--- src/mdr_pkg.sv ---
package mdr_pkg;
   localparam int          DATA_AW      = 8;
   localparam int          PROG_AW      = 12;
   localparam int          STACK_DEPTH  = 6;
   localparam logic [7:0]  RAM_BASE     = 8'h00;
   localparam logic [7:0]  RAM_LAST     = 8'h3f;
   localparam logic [7:0]  WIN_BASE     = 8'h40;
   localparam logic [7:0]  WIN_LAST     = 8'h7f;
   localparam logic [7:0]  CORE_BASE    = 8'h80;
   localparam logic [7:0]  CORE_LAST    = 8'h83;
   localparam logic [7:0]  PA_DATA      = 8'hc0;
   localparam logic [7:0]  PB_DATA      = 8'hc1;
   localparam logic [7:0]  PA_DIR       = 8'hc4;
   localparam logic [7:0]  PB_DIR       = 8'hc5;
   localparam logic [7:0]  INT_OPT      = 8'hc8;
   localparam logic [7:0]  WIN_SEL      = 8'hc9;
   localparam logic [7:0]  PA_OPT       = 8'hcc;
   localparam logic [7:0]  PB_OPT       = 8'hcd;
   localparam logic [7:0]  CONV_RES     = 8'hd0;
   localparam logic [7:0]  CONV_CTL     = 8'hd1;
   localparam logic [7:0]  TMR_PSC      = 8'hd2;
   localparam logic [7:0]  TMR_CNT      = 8'hd3;
   localparam logic [7:0]  TMR_STAT     = 8'hd4;
   localparam logic [7:0]  WDG_CTL      = 8'hd8;
   localparam logic [7:0]  ACCUM        = 8'hff;
   localparam logic [7:0]  PORT_RST     = 8'h00;
   localparam logic [7:0]  CONV_CTL_RST = 8'h40;
   localparam logic [7:0]  TMR_PSC_RST  = 8'h7f;
   localparam logic [7:0]  TMR_CNT_RST  = 8'hff;
   localparam logic [7:0]  TMR_STAT_RST = 8'h00;
   localparam logic [7:0]  WDG_RST      = 8'hfe;
   localparam logic [7:0]  UNDEF_RD     = 8'h00;
   localparam logic [7:0]  CONV_RO_MASK = 8'hc0;
   localparam logic [7:0]  CONV_WO_MASK = 8'h3f;
   localparam logic [11:0] PC_RST       = 12'h000;
   localparam logic [11:0] PROT_RD      = 12'h000;
endpackage

--- src/mdr_data_space.sv ---
// Decided for this implementation: the Wishbone slave port.
`timescale 1ns/100ps
module mdr_data_space #(
   parameter bit HAS_CONV = 1'b1,
   parameter int PORTA_W  = 4,
   parameter int PORTB_W  = 8
) (
   input  wire logic                                ref_clk,
   input  wire logic                                rst,
   input  wire logic                                wb_cyc_i,
   input  wire logic                                wb_stb_i,
   input  wire logic                                wb_we_i,
   input  wire logic [mdr_pkg::DATA_AW-1:0]         wb_adr_i,
   input  wire logic [7:0]                          wb_dat_i,
   input  wire logic                                wb_sel_i,
   output logic [7:0]                               wb_dat_o,
   output logic                                     wb_ack_o,
   input  wire logic [7:0]                          romData,
   output logic [mdr_pkg::PROG_AW-1:0]              romAdr,
   input  wire logic [mdr_pkg::PROG_AW-1:0]         extRdAdr,
   input  wire logic                                extRdReq,
   output logic [7:0]                               extRdData,
   output logic                                     extRdRefused,
   input  wire logic                                readoutProtect,
   input  wire logic                                fullErase,
   output logic                                     eraseClear,
   input  wire logic                                pcLoad,
   input  wire logic [mdr_pkg::PROG_AW-1:0]         pcLoadVal,
   input  wire logic                                pcInc,
   input  wire logic                                stackPush,
   input  wire logic                                stackPop,
   output logic [mdr_pkg::PROG_AW-1:0]              programCounter,
   output logic                                     stackFull,
   input  wire logic [7:0]                          portAPin,
   input  wire logic [7:0]                          portBPin,
   output logic [7:0]                               portADir,
   output logic [7:0]                               portBDir,
   output logic [7:0]                               portAOpt,
   output logic [7:0]                               portBOpt,
   output logic [7:0]                               portALatch,
   output logic [7:0]                               portBLatch,
   output logic [7:0]                               interruptOption,
   output logic [7:0]                               converterControl,
   input  wire logic [7:0]                          convResult,
   input  wire logic [1:0]                          convStatus,
   output logic [7:0]                               timerPrescaler,
   output logic [7:0]                               timerDowncounter,
   output logic [7:0]                               timerStatusControl,
   output logic [7:0]                               watchdogControl
);
   logic [7:0]  coreRegs_r [4];
   logic [7:0]  accum_r;
   logic [7:0]  ram_r [64];
   logic [5:0]  winSel_r;
   logic [11:0] stack_r [mdr_pkg::STACK_DEPTH];
   logic [2:0]  sp_r;
   logic [7:0]  rdData_nxt;
   logic        access;
   logic        wrEn;
   logic        convHit;

   assign access = wb_cyc_i && wb_stb_i && !wb_ack_o;
   assign wrEn   = access && wb_we_i && wb_sel_i;
   assign convHit = HAS_CONV &&
                    (wb_adr_i == mdr_pkg::CONV_RES || wb_adr_i == mdr_pkg::CONV_CTL);
   assign stackFull = (sp_r == 3'(mdr_pkg::STACK_DEPTH));

   // Program counter, separate program space address
   always_ff @(posedge ref_clk or posedge rst) begin
      if (rst) begin
         programCounter <= mdr_pkg::PC_RST;
      end else if (pcLoad) begin
         programCounter <= pcLoadVal;
      end else if (stackPop && sp_r != 3'h0) begin
         programCounter <= stack_r[sp_r - 3'h1];
      end else if (pcInc) begin
         programCounter <= programCounter + 12'h001;
      end
   end

   // Stack space: six entries, pushes beyond six are dropped
   always_ff @(posedge ref_clk or posedge rst) begin
      if (rst) begin
         sp_r <= 3'h0;
      end else if (stackPush && !stackFull) begin
         sp_r <= sp_r + 3'h1;
      end else if (stackPop && !stackPush && sp_r != 3'h0) begin
         sp_r <= sp_r - 3'h1;
      end
   end

   always_ff @(posedge ref_clk) begin
      if (stackPush && !stackFull) begin
         stack_r[sp_r] <= programCounter;
      end
   end

   // Program space port: window read from data bus, else external read
   always_comb begin
      if (access && wb_adr_i >= mdr_pkg::WIN_BASE && wb_adr_i <= mdr_pkg::WIN_LAST) begin
         romAdr = {winSel_r, wb_adr_i[5:0]};
      end else begin
         romAdr = extRdAdr;
      end
   end

   assign extRdRefused = extRdReq && readoutProtect;

   always_ff @(posedge ref_clk or posedge rst) begin
      if (rst) begin
         extRdData <= 8'h00;
      end else if (extRdReq) begin
         extRdData <= readoutProtect ? mdr_pkg::UNDEF_RD : romData;
      end
   end

   // Protection lifts only with erase; the erase wipes program memory
   assign eraseClear = fullErase;

   // RAM and core registers, undefined at reset
   always_ff @(posedge ref_clk) begin
      if (wrEn && wb_adr_i <= mdr_pkg::RAM_LAST) begin
         ram_r[wb_adr_i[5:0]] <= wb_dat_i;
      end
      if (wrEn && wb_adr_i >= mdr_pkg::CORE_BASE && wb_adr_i <= mdr_pkg::CORE_LAST) begin
         coreRegs_r[wb_adr_i[1:0]] <= wb_dat_i;
      end
      if (wrEn && wb_adr_i == mdr_pkg::ACCUM) begin
         accum_r <= wb_dat_i;
      end
      if (wrEn && wb_adr_i == mdr_pkg::INT_OPT) begin
         interruptOption <= wb_dat_i;
      end
      if (wrEn && wb_adr_i == mdr_pkg::WIN_SEL) begin
         winSel_r <= wb_dat_i[5:0];
      end
   end

   // Port registers: all inputs with pull-up after reset
   always_ff @(posedge ref_clk or posedge rst) begin
      if (rst) begin
         portALatch <= mdr_pkg::PORT_RST;
         portBLatch <= mdr_pkg::PORT_RST;
         portADir   <= mdr_pkg::PORT_RST;
         portBDir   <= mdr_pkg::PORT_RST;
         portAOpt   <= mdr_pkg::PORT_RST;
         portBOpt   <= mdr_pkg::PORT_RST;
      end else if (wrEn) begin
         unique case (wb_adr_i)
            mdr_pkg::PA_DATA: portALatch <= wb_dat_i;
            mdr_pkg::PB_DATA: portBLatch <= wb_dat_i;
            mdr_pkg::PA_DIR:  portADir   <= wb_dat_i;
            mdr_pkg::PB_DIR:  portBDir   <= wb_dat_i;
            mdr_pkg::PA_OPT:  portAOpt   <= wb_dat_i;
            mdr_pkg::PB_OPT:  portBOpt   <= wb_dat_i;
            default: ;
         endcase
      end
   end

   // Converter, timer and watchdog registers
   always_ff @(posedge ref_clk or posedge rst) begin
      if (rst) begin
         converterControl   <= mdr_pkg::CONV_CTL_RST;
         timerPrescaler     <= mdr_pkg::TMR_PSC_RST;
         timerDowncounter   <= mdr_pkg::TMR_CNT_RST;
         timerStatusControl <= mdr_pkg::TMR_STAT_RST;
         watchdogControl    <= mdr_pkg::WDG_RST;
      end else if (wrEn) begin
         if (convHit && wb_adr_i == mdr_pkg::CONV_CTL) begin
            converterControl <= (converterControl & mdr_pkg::CONV_RO_MASK) |
                                (wb_dat_i & mdr_pkg::CONV_WO_MASK);
         end
         if (wb_adr_i == mdr_pkg::TMR_PSC) timerPrescaler <= wb_dat_i;
         if (wb_adr_i == mdr_pkg::TMR_CNT) timerDowncounter <= wb_dat_i;
         if (wb_adr_i == mdr_pkg::TMR_STAT) timerStatusControl <= wb_dat_i;
         if (wb_adr_i == mdr_pkg::WDG_CTL) watchdogControl <= wb_dat_i;
      end
   end

   // Read multiplexer
   always_comb begin
      rdData_nxt = mdr_pkg::UNDEF_RD;
      if (wb_adr_i <= mdr_pkg::RAM_LAST) begin
         rdData_nxt = ram_r[wb_adr_i[5:0]];
      end else if (wb_adr_i <= mdr_pkg::WIN_LAST) begin
         rdData_nxt = romData;
      end else if (wb_adr_i <= mdr_pkg::CORE_LAST) begin
         rdData_nxt = coreRegs_r[wb_adr_i[1:0]];
      end else begin
         unique case (wb_adr_i)
            mdr_pkg::PA_DATA:  rdData_nxt = (portALatch & portADir) | (portAPin & ~portADir);
            mdr_pkg::PB_DATA:  rdData_nxt = (portBLatch & portBDir) | (portBPin & ~portBDir);
            mdr_pkg::PA_DIR:   rdData_nxt = portADir;
            mdr_pkg::PB_DIR:   rdData_nxt = portBDir;
            mdr_pkg::PA_OPT:   rdData_nxt = portAOpt;
            mdr_pkg::PB_OPT:   rdData_nxt = portBOpt;
            mdr_pkg::CONV_RES: rdData_nxt = convHit ? convResult : mdr_pkg::UNDEF_RD;
            mdr_pkg::CONV_CTL: rdData_nxt = convHit ? {convStatus, 6'h00} : mdr_pkg::UNDEF_RD;
            mdr_pkg::TMR_PSC:  rdData_nxt = timerPrescaler;
            mdr_pkg::TMR_CNT:  rdData_nxt = timerDowncounter;
            mdr_pkg::TMR_STAT: rdData_nxt = timerStatusControl;
            mdr_pkg::WDG_CTL:  rdData_nxt = watchdogControl;
            mdr_pkg::ACCUM:    rdData_nxt = accum_r;
            default:           rdData_nxt = mdr_pkg::UNDEF_RD;
         endcase
      end
   end

   // Wishbone slave: one-cycle answer
   always_ff @(posedge ref_clk or posedge rst) begin
      if (rst) begin
         wb_ack_o <= 1'b0;
         wb_dat_o <= 8'h00;
      end else begin
         wb_ack_o <= access;
         if (access && !wb_we_i) begin
            wb_dat_o <= rdData_nxt;
         end
      end
   end

   a_ack_one_cycle: assert property (@(posedge ref_clk) disable iff (rst)
      access |=> wb_ack_o ##1 !wb_ack_o) else $error("Ack not one cycle");
   a_watchdog_write: assert property (@(posedge ref_clk) disable iff (rst)
      wrEn && wb_adr_i == mdr_pkg::WDG_CTL |=> watchdogControl == $past(wb_dat_i))
      else $error("Watchdog write lost");
   a_timer_write: assert property (@(posedge ref_clk) disable iff (rst)
      wrEn && wb_adr_i == mdr_pkg::TMR_PSC |=> timerPrescaler == $past(wb_dat_i))
      else $error("Prescaler write lost");
   a_port_input_read: assert property (@(posedge ref_clk) disable iff (rst)
      access && !wb_we_i && wb_adr_i == mdr_pkg::PA_DATA && portADir == 8'h00
      |=> wb_dat_o == $past(portAPin)) else $error("Input pin read wrong");
   a_dir_write: assert property (@(posedge ref_clk) disable iff (rst)
      wrEn && wb_adr_i == mdr_pkg::PB_DIR |=> portBDir == $past(wb_dat_i))
      else $error("Direction write lost");
   a_protect_refuse: assert property (@(posedge ref_clk) disable iff (rst)
      extRdReq && readoutProtect |=> extRdData == mdr_pkg::UNDEF_RD)
      else $error("Protected read leaked");
   a_stack_limit: assert property (@(posedge ref_clk) disable iff (rst)
      sp_r <= 3'(mdr_pkg::STACK_DEPTH)) else $error("Stack overflow");
   a_reserved_read: assert property (@(posedge ref_clk) disable iff (rst)
      access && !wb_we_i && wb_adr_i == 8'hc2 |=> wb_dat_o == mdr_pkg::UNDEF_RD)
      else $error("Reserved read not zero");
   a_window_addr: assert property (@(posedge ref_clk) disable iff (rst)
      access && wb_adr_i == mdr_pkg::WIN_BASE |-> romAdr[5:0] == 6'h00)
      else $error("Window address wrong");
   c_read_cycle: cover property (@(posedge ref_clk) access && !wb_we_i ##1 wb_ack_o);
   c_write_cycle: cover property (@(posedge ref_clk) wrEn ##1 wb_ack_o);
   c_stack_full: cover property (@(posedge ref_clk) stackFull);
endmodule

--- config.mk ---
export PLATFORM = sky130hd
export DESIGN_NAME = mdr_data_space
export DESIGN_NICKNAME = d
export VERILOG_FILES = /design/src/mdr_pkg.sv /design/src/mdr_data_space.sv
export SDC_FILE = /design/constraint.sdc
export NUM_CORES = 1
export LEC_CHECK = 0
export CAP_MARGIN = 10
export CORE_MARGIN = 10
export CORE_UTILIZATION = 24
export DETAILED_ROUTE_END_ITERATION = 12
export DONT_BUFFER_PORTS = 1
export GPL_TIMING_DRIVEN = 0
export PLACE_DENSITY_LB_ADDON = 0.15
export SLEW_MARGIN = 30
export SYNTH_ARGS = -nofsm -noshare
export SYNTH_HDL_FRONTEND = slang
export SYNTH_SLANG_ARGS = --single-unit
export TNS_END_PERCENT = 1
--- constraint.sdc ---
create_clock -name ref_clk -period 3.35 [get_ports ref_clk]
set_input_delay 0.5025 -clock ref_clk [delete_from_list [all_inputs] [get_ports ref_clk]]
set_output_delay 0.5025 -clock ref_clk [all_outputs]
set_load 0.1 [all_outputs]
==> results.sh, run 1 <==
export IMPL_worstHoldPathType="input pin to flip-flop"
export IMPL_number_of_global_route_vias_before_repair=18500
export IMPL_leakage_nw=12.1
export IMPL_drtIter0Drc=1500
export IMPL_hold_ws_ns=0.0458
export IMPL_global_route_overflow_total=0
export IMPL_cts_num_sinks=756
export IMPL_timing_fmax_mhz=291
export IMPL_result_of_the_run="finished, violations left"
export IMPL_critical_path_class="flip-flop to output port"
export IMPL_ys_async_rst_share_pct=15.6
export IMPL_critical_path_max_fanout=10
export IMPL_crit_path_start_kind="flip-flop"
export IMPL_largest_net_degree_at_the_start_of_global_routing=78
export IMPL_initial_antenna_violation_count=4
export IMPL_max_cap_violations=0
export IMPL_cts_tree="done"
export IMPL_mappedNetlistNets=1859
export IMPL_worst_slew_pin_transition_ns=1.09
export IMPL_cts_max_level=3
export IMPL_vias=18000
export IMPL_syn_cell_area_um2=30800
export IMPL_post_layout_total_power_w=0.0237
export IMPL_failed_checks="negative setup slack"
export IMPL_layout_min_cycle_time_ns=3.43
export IMPL_drtAntennaViolNets=0
export IMPL_slowest_stage="sky130_fd_sc_hd__dfrtp_4"
export IMPL_number_of_i_o_port_buffers=0
export IMPL_die_y_um=378
export IMPL_route_detailed_wl_per_inst_um=32.8
export IMPL_drt_vias_per_instance=4.93
export IMPL_setup_violations=70
export IMPL_synth_warning_count=0
export IMPL_syn_to_final_growth_pct=21.0
export IMPL_post_synth_cell_area_avg_um2=17.4
export IMPL_grt_busiest_layer="met2"
export IMPL_core_area_um2=128000
export IMPL_fill_cells=12600
export IMPL_cts_buffers_inserted=87
export IMPL_gr_usage_met3_pct=3.43
export IMPL_grt_pass1_wl_mm=162
export IMPL_final_cell_mix="sky130_fd_sc_hd__edfxtp_1 (638), sky130_fd_sc_hd__mux4_2 (128), sky130_fd_sc_hd__mux2_2 (93), sky130_fd_sc_hd__clkbuf_16 (88), sky130_fd_sc_hd__nand2_1 (78)"
export IMPL_detail_route_drc_violations=0
export IMPL_critical_path_arrival_ns=2.93
export IMPL_fin_worst_skew_ns=0.0362
export IMPL_worst_endpoint_required_ns=2.85
export IMPL_groute_usage_overall_pct=16.3
export IMPL_cts_root_buf="sky130_fd_sc_hd__clkbuf_16"
export IMPL_drtPass1Iterations=5
export IMPL_syn_instance_count=1767
export IMPL_clk_insertion_delay_late_ns=0.67
export IMPL_clock_path_buffers=3
export IMPL_drive_gt1_share_pct=32.4
export IMPL_die_width_um=378
export IMPL_boundaryPins=227
export IMPL_placementRows=131
export IMPL_vdd_drop_max_mv=0.400
export IMPL_synth_enable_flop_cells=638
export IMPL_cp_cell_sequence="nand3b_1 -> nor3b_2 -> clkbuf_8 -> mux2_2"
export IMPL_grtUsageMet1_pct=22.2
export IMPL_wirelength_mm=120
export IMPL_yosysSeqAreaShare_pct=71.8
export IMPL_mostFrequentLayoutCell="sky130_fd_sc_hd__edfxtp_1"
export IMPL_timing_final_ws_setup_ns=-0.0827
export IMPL_detailed_place_hpwl_mm=78.8
export IMPL_grt_met2_usage_pct=26.2
export IMPL_timing_slew_headroom_pct=27.3
export IMPL_setup_total_negative_slack_ns=-2.41
export IMPL_critical_path_max_stage_delay_ns=0.61
export IMPL_worst_setup_path_end_kind="output port"
export IMPL_place_congestion=0.833
export IMPL_power_density_nw_per_um2=635
export IMPL_floorplan_die_area_um2=143000
export IMPL_hold_viol_final=0
export IMPL_synthDistinctLibCells=67
export IMPL_synthFlopType="sky130_fd_sc_hd__edfxtp_1"
export IMPL_grt_setup_unrepaired="yes"
export IMPL_synth_seq_cells=756
export IMPL_final_net_count=2008
export IMPL_slew_viol_final=0
export IMPL_post_route_period_util_pct=102
export IMPL_clk_pin_slew_worst_paths_ns=0.06
export IMPL_start_util_pct=24.2
[synthesized netlist by cell type (15+ instances only)]
master	n	area (um^2)
sky130_fd_sc_hd__mux4_2	128	2880
sky130_fd_sc_hd__clkbuf_1	52	195
sky130_fd_sc_hd__mux2_2	103	1160
sky130_fd_sc_hd__mux2i_1	74	741
sky130_fd_sc_hd__nand2_1	83	312
sky130_fd_sc_hd__inv_1	18	67.6
sky130_fd_sc_hd__o22ai_1	29	181
sky130_fd_sc_hd__o21ai_0	31	155
sky130_fd_sc_hd__dfstp_2	22	578
sky130_fd_sc_hd__a211oi_1	15	113
sky130_fd_sc_hd__nor3_1	31	155
sky130_fd_sc_hd__dfrtp_1	96	2400
sky130_fd_sc_hd__a22oi_1	43	323
sky130_fd_sc_hd__a21oi_1	53	265
sky130_fd_sc_hd__buf_2	28	140
sky130_fd_sc_hd__nor2_1	100	375
sky130_fd_sc_hd__nand3_1	31	155
sky130_fd_sc_hd__edfxtp_1	638	19200
[per-layer routing]
layer  wire length (um)  part of all wire [%]
met5                 13                 0.011
met4               2980                   2.5
met3               8160                   6.8
met2              55400                    46
met1              53000                    44
[cells by family (layout without fill, tap and decap cells)]
group / after synthesis / count (layout) / share of synthesized area [%]
multiplexers: 305 / 305 / 15.5
flip-flops: 756 / 756 / 71.8
buffers and inverters: 124 / 345 / 1.82
AND/OR/NAND/NOR: 330 / 330 / 5.21
XOR/XNOR: 14 / 14 / 0.398
other: 2 / 3 / 0.0244
AO/OA/AOI/OAI: 231 / 231 / 5.00
adder cells (fa/ha/maj): 5 / 5 / 0.203
[flip-flops by register name, summed over array words and instances, names as in the netlist, 6 cells and up]
register            cells
ram_r                 512
stack_r                72
coreRegs_r             32
programCounter         12
accum_r                 8
extRdData               8
interruptOption         8
portADir                8
portALatch              8
portAOpt                8
portBDir                8
portBLatch              8
portBOpt                8
timerDowncounter        8
timerPrescaler          8
timerStatusControl      8
watchdogControl         8
wb_dat_o                8
converterControl        6
winSel_r                6
[area by class of cell]
| class | count | area, um^2 | share of cell area, % |
|---|---|---|---|
| Tap cell | 1662 | 2080 | 5.57 |
| Antenna cell | 1 | 2.50 | 0.00671 |
| Inverter | 20 | 80.1 | 0.215 |
| Clock buffer | 101 | 2300 | 6.17 |
| Timing Repair Buffer | 60 | 763 | 2.05 |
| Buffer | 104 | 563 | 1.51 |
| Sequential cell | 756 | 22200 | 59.4 |
| Multi-Input combinational cell | 887 | 8790 | 23.6 |
| Clock inverter | 60 | 551 | 1.48 |
[metrics by stage]
step | cell area [um^2] | util, % | instances | setup slack [ns]
after floorplan | 30800 | - | 1767 | 0.204
after global placement | 32900 | 25.8 | 3429 | -3.18
after detailed placement | 33400 | 26.2 | 3451 | -1.71
after CTS | 37200 | 29.2 | 3650 | -0.201
after global routing | 37300 | 29.2 | 3650 | -0.161
final | 37300 | 29.3 | 3651 | -0.0827
[worst max-delay path: cells and delay by family (launching register included)]
family                 cells  cell delay, ns
buffers and inverters      1            0.35
DFF                        1            0.61
and+or+nand+nor            2            0.69
muxes                      1            0.59
[report_power, final]
group	total, W	internal [W]	switching [W]
Sequential	0.0115	0.0106	0.000990
Combinational	0.00262	0.000907	0.00171
Clock	0.00951	0.00542	0.00409
[path summary, 6_finish.rpt]
check / slack (ns) / endpoint / cells past startpoint / start
worst max-delay path: -0.08 / romAdr[4] / 4 / wb_ack_o
worst min-delay path: 0.05 / programCounter[8] / 2 / pcLoadVal[8]
worst max register to register: -0.08 / portBLatch[2] / 7 / wb_ack_o
worst min register to register: 0.71 / sp_r[1] / 2 / sp_r[1]
max in group asynchronous: 2.04 / programCounter[10] / 5 / rst
min in group asynchronous: 0.34 / portBLatch[4] / 2 / rst
[what timing repair did]
item | 4_1_cts | 5_1_grt
buffers inserted | 12 | 0
setup endpoints to repair | 648 | 246
pin swaps | 3 | 0
endpoints found under the hold margin | 582 | 0
hold buffers | 26 | 0
gates resized for setup | 144 | 23
No activity file was read; power rests on OpenSTA's default activity.
==> run 2: changes to the inputs <==
CAP_MARGIN = 20   (was 10)
SETUP_SLACK_MARGIN = 0.1   (was unset)
==> results.sh, run 2 (same netlist as run 1, synthesis figures left out) <==
export IMPL_final_net_count=2008
export IMPL_wirelength_mm=119
export IMPL_result_of_the_run="finished clean"
export IMPL_start_util_pct=24.2
export IMPL_groute_usage_overall_pct=16.3
export IMPL_final_cell_mix="sky130_fd_sc_hd__edfxtp_1 (638), sky130_fd_sc_hd__mux4_2 (128), sky130_fd_sc_hd__mux2_2 (99), sky130_fd_sc_hd__clkbuf_16 (88), sky130_fd_sc_hd__nand2_1 (77)"
export IMPL_drtIter0Drc=1520
export IMPL_critical_path_max_fanout=10
export IMPL_place_congestion=0.833
export IMPL_post_place_cells=3451
export IMPL_detailedPlace_worstSlack_ns=-1.71
export IMPL_worst_slew_pin_transition_ns=1.10
export IMPL_detail_route_drc_violations=0
export IMPL_layout_min_cycle_time_ns=3.32
export IMPL_critical_path_arrival_ns=2.82
export IMPL_largest_net_degree_at_the_start_of_global_routing=78
export IMPL_number_of_i_o_port_buffers=0
export IMPL_grt_pass1_wl_mm=162
export IMPL_boundaryPins=227
export IMPL_clk_insertion_delay_late_ns=0.67
export IMPL_core_area_um2=128000
export IMPL_drt_vias_per_instance=4.93
export IMPL_final_cells=3653
export IMPL_cp_top_family="buffers and inverters"
export IMPL_clk_pin_slew_worst_paths_ns=0.06
export IMPL_power_density_nw_per_um2=634
export IMPL_crit_path_frequent_cell="sky130_fd_sc_hd__buf_2"
export IMPL_cts_num_sinks=756
export IMPL_clock_path_buffers=3
export IMPL_mostFrequentLayoutCell="sky130_fd_sc_hd__edfxtp_1"
export IMPL_slew_viol_final=0
export IMPL_timing_slew_headroom_pct=27.0
export IMPL_cts_tree="done"
export IMPL_worstHoldPathType="input pin to flip-flop"
export IMPL_cts_root_buf="sky130_fd_sc_hd__clkbuf_16"
export IMPL_hold_viol_final=0
export IMPL_grt_setup_unrepaired="yes"
export IMPL_largest_register_ffs=512
export IMPL_placementRows=131
export IMPL_detailed_place_hpwl_mm=78.8
export IMPL_number_of_global_route_vias_before_repair=18500
export IMPL_drtAntennaViolNets=0
export IMPL_die_width_um=378
export IMPL_global_route_overflow_total=0
export IMPL_drtPass1Iterations=5
export IMPL_cts_max_level=3
export IMPL_final_core_occ_pct=29.3
export IMPL_post_route_period_util_pct=99.2
export IMPL_crit_path_start_kind="input pin"
export IMPL_leakage_nw=12.1
export IMPL_worst_endpoint_required_ns=2.85
export IMPL_slowest_stage="sky130_fd_sc_hd__mux2_2"
export IMPL_floorplan_die_area_um2=143000
export IMPL_max_cap_violations=0
export IMPL_syn_to_final_growth_pct=21.2
export IMPL_setup_violations=0
export IMPL_fin_worst_skew_ns=0.0344
export IMPL_vdd_drop_max_mv=0.397
export IMPL_vias=18000
export IMPL_route_detailed_wl_per_inst_um=32.7
export IMPL_cts_buffers_inserted=87
export IMPL_initial_antenna_violation_count=6
export IMPL_rrSetupSlack_ns=0.20
export IMPL_cp_cell_sequence="buf_2 -> buf_2 -> buf_2 -> buf_16 -> clkbuf_2 -> mux2_2"
export IMPL_critical_path_class="input pin to output port"
export IMPL_critical_path_max_stage_delay_ns=0.63
export IMPL_timing_fmax_mhz=301
export IMPL_fill_cells=12600
export IMPL_die_y_um=378
export IMPL_worst_setup_path_end_kind="output port"
export IMPL_drive_gt1_share_pct=32.6
export IMPL_timing_final_ws_setup_ns=0.0266
export IMPL_timing_critical_path_buf_inv=5
==> run 2: metrics by stage <==
stage	power (W)	instance area (um^2)	setup TNS [ns]	hold WS, ns
after detailed placement	0.0142	33400	-683.08	0.438
after global placement	0.0141	32900	-931.79	0.611
after floorplan	0.0132	30800	0	0.562
after CTS	0.0239	37200	-1.26	0.00440
after global routing	0.0245	37300	-0.111	0.0308
final	0.0237	37300	0	0.0466
==> run 2: what timing repair did <==
item	in CTS	in global routing
hold endpoints to repair	582	0
hold buffers	26	0
setup endpoints to repair	661	209
buffers inserted	12	0
gates resized for setup	147	36
pin swaps	3	2
==> run 2: final cells by class <==
class                   instances  area [um^2]  area share (%)
diodes                          3         7.51          0.0201
plain buffers                 104          607            1.63
clock buffers                 101         2300            6.16
flip-flops and latches        756        22200            59.4
repair buffers                 60          767            2.05
multi-input cells             887         8770            23.5
clock inverters                60          551            1.47
inverters                      20         80.1           0.214
well taps                    1662         2080            5.57
==> run 2: power by group <==
group | total [W] | leakage (nW) | switching, W | internal (W)
sequential | 0.0115 | 7.20 | 0.000989 | 0.0106
clock | 0.00950 | 1.38 | 0.00408 | 0.00542
combinational | 0.00262 | 3.53 | 0.00171 | 0.000914
==> run 2: path summary, 6_finish.rpt <==
check,depth (start not counted),to,from
min,2,extRdData[1],romData[1]
min in group asynchronous,2,portBLatch[4],rst
max,6,romAdr[1],wb_adr_i[1]
max reg2reg,8,ram_r[50][7],wb_ack_o
min reg2reg,2,sp_r[1],sp_r[1]
max in group asynchronous,5,programCounter[10],rst
==> run 2: worst register-to-register path, cell delays in order, from the launching register on <==
cell and delay [ns]:
sky130_fd_sc_hd__dfrtp_4 0.61, sky130_fd_sc_hd__nand3b_1 0.32, sky130_fd_sc_hd__inv_2 0.12, sky130_fd_sc_hd__and3_4 0.20
sky130_fd_sc_hd__buf_6 0.13, sky130_fd_sc_hd__nor3b_4 0.22, sky130_fd_sc_hd__buf_12 0.18, sky130_fd_sc_hd__nand3_2 0.49
sky130_fd_sc_hd__nor2_4 0.54
==> run 2: layer usage <==
layer | wire length, um | GRT usage [%] | vias up
met4 | 2930 | 4.41 | 2
met1 | 51700 | 22.2 | 9707
met3 | 9510 | 3.42 | 149
met5 | 13 | 0 | -
met2 | 55300 | 26.2 | 744
li1 | - | - | 7409
==> run 3: changes to the inputs <==
MAX_ROUTING_LAYER = met4   (was unset)
==> results.sh, run 3 (same netlist as run 1, synthesis figures left out) <==
export IMPL_boundaryPins=227
export IMPL_syn_to_final_growth_pct=21.2
export IMPL_leakage_nw=12.1
export IMPL_cts_num_sinks=756
export IMPL_number_of_global_route_vias_before_repair=18500
export IMPL_layout_min_cycle_time_ns=3.33
export IMPL_post_layout_total_power_w=0.0237
export IMPL_wirelength_mm=119
export IMPL_final_net_count=2008
export IMPL_setup_worst_path_start="wb_adr_i[1]"
export IMPL_setup_worst_path_end="romAdr[1]"
export IMPL_initial_antenna_violation_count=7
export IMPL_route_detailed_wl_per_inst_um=32.7
export IMPL_cp_cell_sequence="buf_2 -> buf_2 -> buf_2 -> buf_16 -> clkbuf_2 -> mux2_2"
export IMPL_drive_gt1_share_pct=32.6
export IMPL_largest_net_degree_at_the_start_of_global_routing=78
export IMPL_critical_path_max_stage_delay_ns=0.63
export IMPL_place_congestion=0.845
export IMPL_hold_viol_final=0
export IMPL_drtPass1Iterations=5
export IMPL_die_y_um=378
export IMPL_core_area_um2=128000
export IMPL_mostFrequentLayoutCell="sky130_fd_sc_hd__edfxtp_1"
export IMPL_timing_critical_path_buf_inv=5
export IMPL_switching_power_w=0.00679
export IMPL_placed_area_um2=33400
export IMPL_path_depth=6
export IMPL_crit_path_start_kind="input pin"
export IMPL_cp_top_family="buffers and inverters"
export IMPL_final_core_occ_pct=29.3
export IMPL_clk_insertion_delay_late_ns=0.67
export IMPL_detail_route_drc_violations=0
export IMPL_reg2reg_start="wb_ack_o"
export IMPL_r2r_worst_path_cells=8
export IMPL_slowest_stage="sky130_fd_sc_hd__mux2_2"
export IMPL_ff_latch_area_um2=22200
export IMPL_start_util_pct=24.2
export IMPL_post_route_period_util_pct=99.5
export IMPL_timing_slew_headroom_pct=30.3
export IMPL_slew_viol_final=0
export IMPL_drt_vias_per_instance=4.92
export IMPL_worst_setup_path_end_kind="output port"
export IMPL_worst_endpoint_required_ns=2.85
export IMPL_final_design_area_no_fill_um2=37300
export IMPL_fill_cells=12600
export IMPL_critical_path_arrival_ns=2.83
export IMPL_crit_path_frequent_cell="sky130_fd_sc_hd__buf_2"
export IMPL_whs_path_depth=2
export IMPL_worst_slew_pin_transition_ns=1.04
export IMPL_global_route_overflow_total=0
export IMPL_switching_part_of_the_total_power_pct=28.7
export IMPL_combPwrFrac_pct=11.1
export IMPL_cts_root_buf="sky130_fd_sc_hd__clkbuf_16"
export IMPL_cts_buffers_inserted=87
export IMPL_grt_setup_unrepaired="yes"
export IMPL_fin_worst_skew_ns=0.0373
export IMPL_critical_path_max_fanout=10
export IMPL_r2r_end="ram_r[61][2]"
export IMPL_grt_pass1_wl_mm=162
export IMPL_p_int_w=0.0169
export IMPL_critical_path_class="input pin to output port"
export IMPL_largest_register_ffs=512
export IMPL_die_width_um=378
export IMPL_number_of_i_o_port_buffers=0
export IMPL_cts_max_level=3
export IMPL_placementRows=131
export IMPL_setup_violations=0
export IMPL_floorplan_die_area_um2=143000
export IMPL_groute_usage_overall_pct=16.8
export IMPL_power_density_nw_per_um2=634
export IMPL_timing_fmax_mhz=300
export IMPL_drtIter0Drc=1562
export IMPL_vias=18000
export IMPL_clk_pin_slew_worst_paths_ns=0.06
export IMPL_vdd_drop_max_mv=0.398
export IMPL_rrSetupSlack_ns=0.17
export IMPL_final_cell_mix="sky130_fd_sc_hd__edfxtp_1 (638), sky130_fd_sc_hd__mux4_2 (128), sky130_fd_sc_hd__mux2_2 (100), sky130_fd_sc_hd__clkbuf_16 (88), sky130_fd_sc_hd__nand2_1 (77)"
export IMPL_pwr_share_seq_pct=48.8
export IMPL_detailed_place_hpwl_mm=78.8
export IMPL_clock_path_buffers=3
export IMPL_cts_tree="done"
export IMPL_p_clk_share_pct=40.1
export IMPL_result_of_the_run="finished clean"
export IMPL_multi_input_comb_area_um2=8770
export IMPL_max_cap_violations=0
export IMPL_worstHoldPathType="input pin to flip-flop"
export IMPL_drtAntennaViolNets=0
## run 3: cell types whose count changed in the layout (fill, tap and decap cells not counted), sizes merged
cell / previous run / this run
clkbuf: 154 / 153
buf: 94 / 95
diode: 3 / 6
## run 3: repair_timing
| action | in CTS | in global routing |
|---|---|---|
| pin swaps | 3 | 2 |
| endpoints found under the setup margin | 661 | 218 |
| gates resized for setup | 147 | 35 |
| hold buffers | 26 | 0 |
| hold endpoints to repair | 582 | 0 |
| setup buffers | 12 | 0 |
## run 3: worst min path at each step
stage | from | endpoint | slack, ns
floorplan | accum_r[1] | wb_dat_o[1] | 0.56
global placement | wb_dat_i[5] | interruptOption[5] | 0.61
detailed placement | rst | portBLatch[0] | 0.44
CTS | pcLoadVal[9] | programCounter[9] | 0.004
global route | pcLoadVal[9] | programCounter[9] | 0.03
finish | pcLoadVal[8] | programCounter[8] | 0.05
## run 3: layout make-up
cell class | count | share of cell area (%)
antenna | 6 | 0.0402
buffer | 104 | 1.61
clock buffer | 101 | 6.16
clock inverter | 60 | 1.47
inverter | 20 | 0.214
multi-input combinational | 887 | 23.5
sequential | 756 | 59.4
tap | 1662 | 5.57
timing repair buffer | 60 | 2.05
## run 3: power groups by stage
stage               registers, W  clock network [W]  logic [W]
floorplan                 0.0116                  0    0.00156
global placement          0.0117                  0    0.00236
detailed placement        0.0118                  0    0.00243
CTS                       0.0116            0.00970    0.00268
global route              0.0116             0.0101    0.00284
finish                    0.0116            0.00950    0.00263
## run 3: worst register-to-register path, cell delays in order, from the launching register on
cell	delay (ns)
sky130_fd_sc_hd__dfrtp_4	0.62
sky130_fd_sc_hd__nand3b_1	0.32
sky130_fd_sc_hd__inv_2	0.13
sky130_fd_sc_hd__and3_4	0.20
sky130_fd_sc_hd__buf_6	0.13
sky130_fd_sc_hd__nor3b_4	0.22
sky130_fd_sc_hd__buf_12	0.18
sky130_fd_sc_hd__nand3_2	0.49
sky130_fd_sc_hd__nor2_4	0.53
## run 3: per-stage QoR
step	worst slack (ns)	hold slack, ns	std cells	TNS (ns)
global route	-0.0324	0.0309	3653	-0.241
detailed placement	-1.71	0.438	3451	-683.08
floorplan	0.204	0.562	1767	0
CTS	-0.146	0.00440	3650	-1.26
finish	0.0179	0.0488	3656	0
global placement	-3.18	0.611	3429	-931.79
## run 3: routing by layer
metal / share of wire (%) / global-route usage, %
met5: 0 / -
met4: 2.3 / 4.26
met3: 6.3 / 3.16
met2: 46 / 26.3
met1: 45 / 22.3
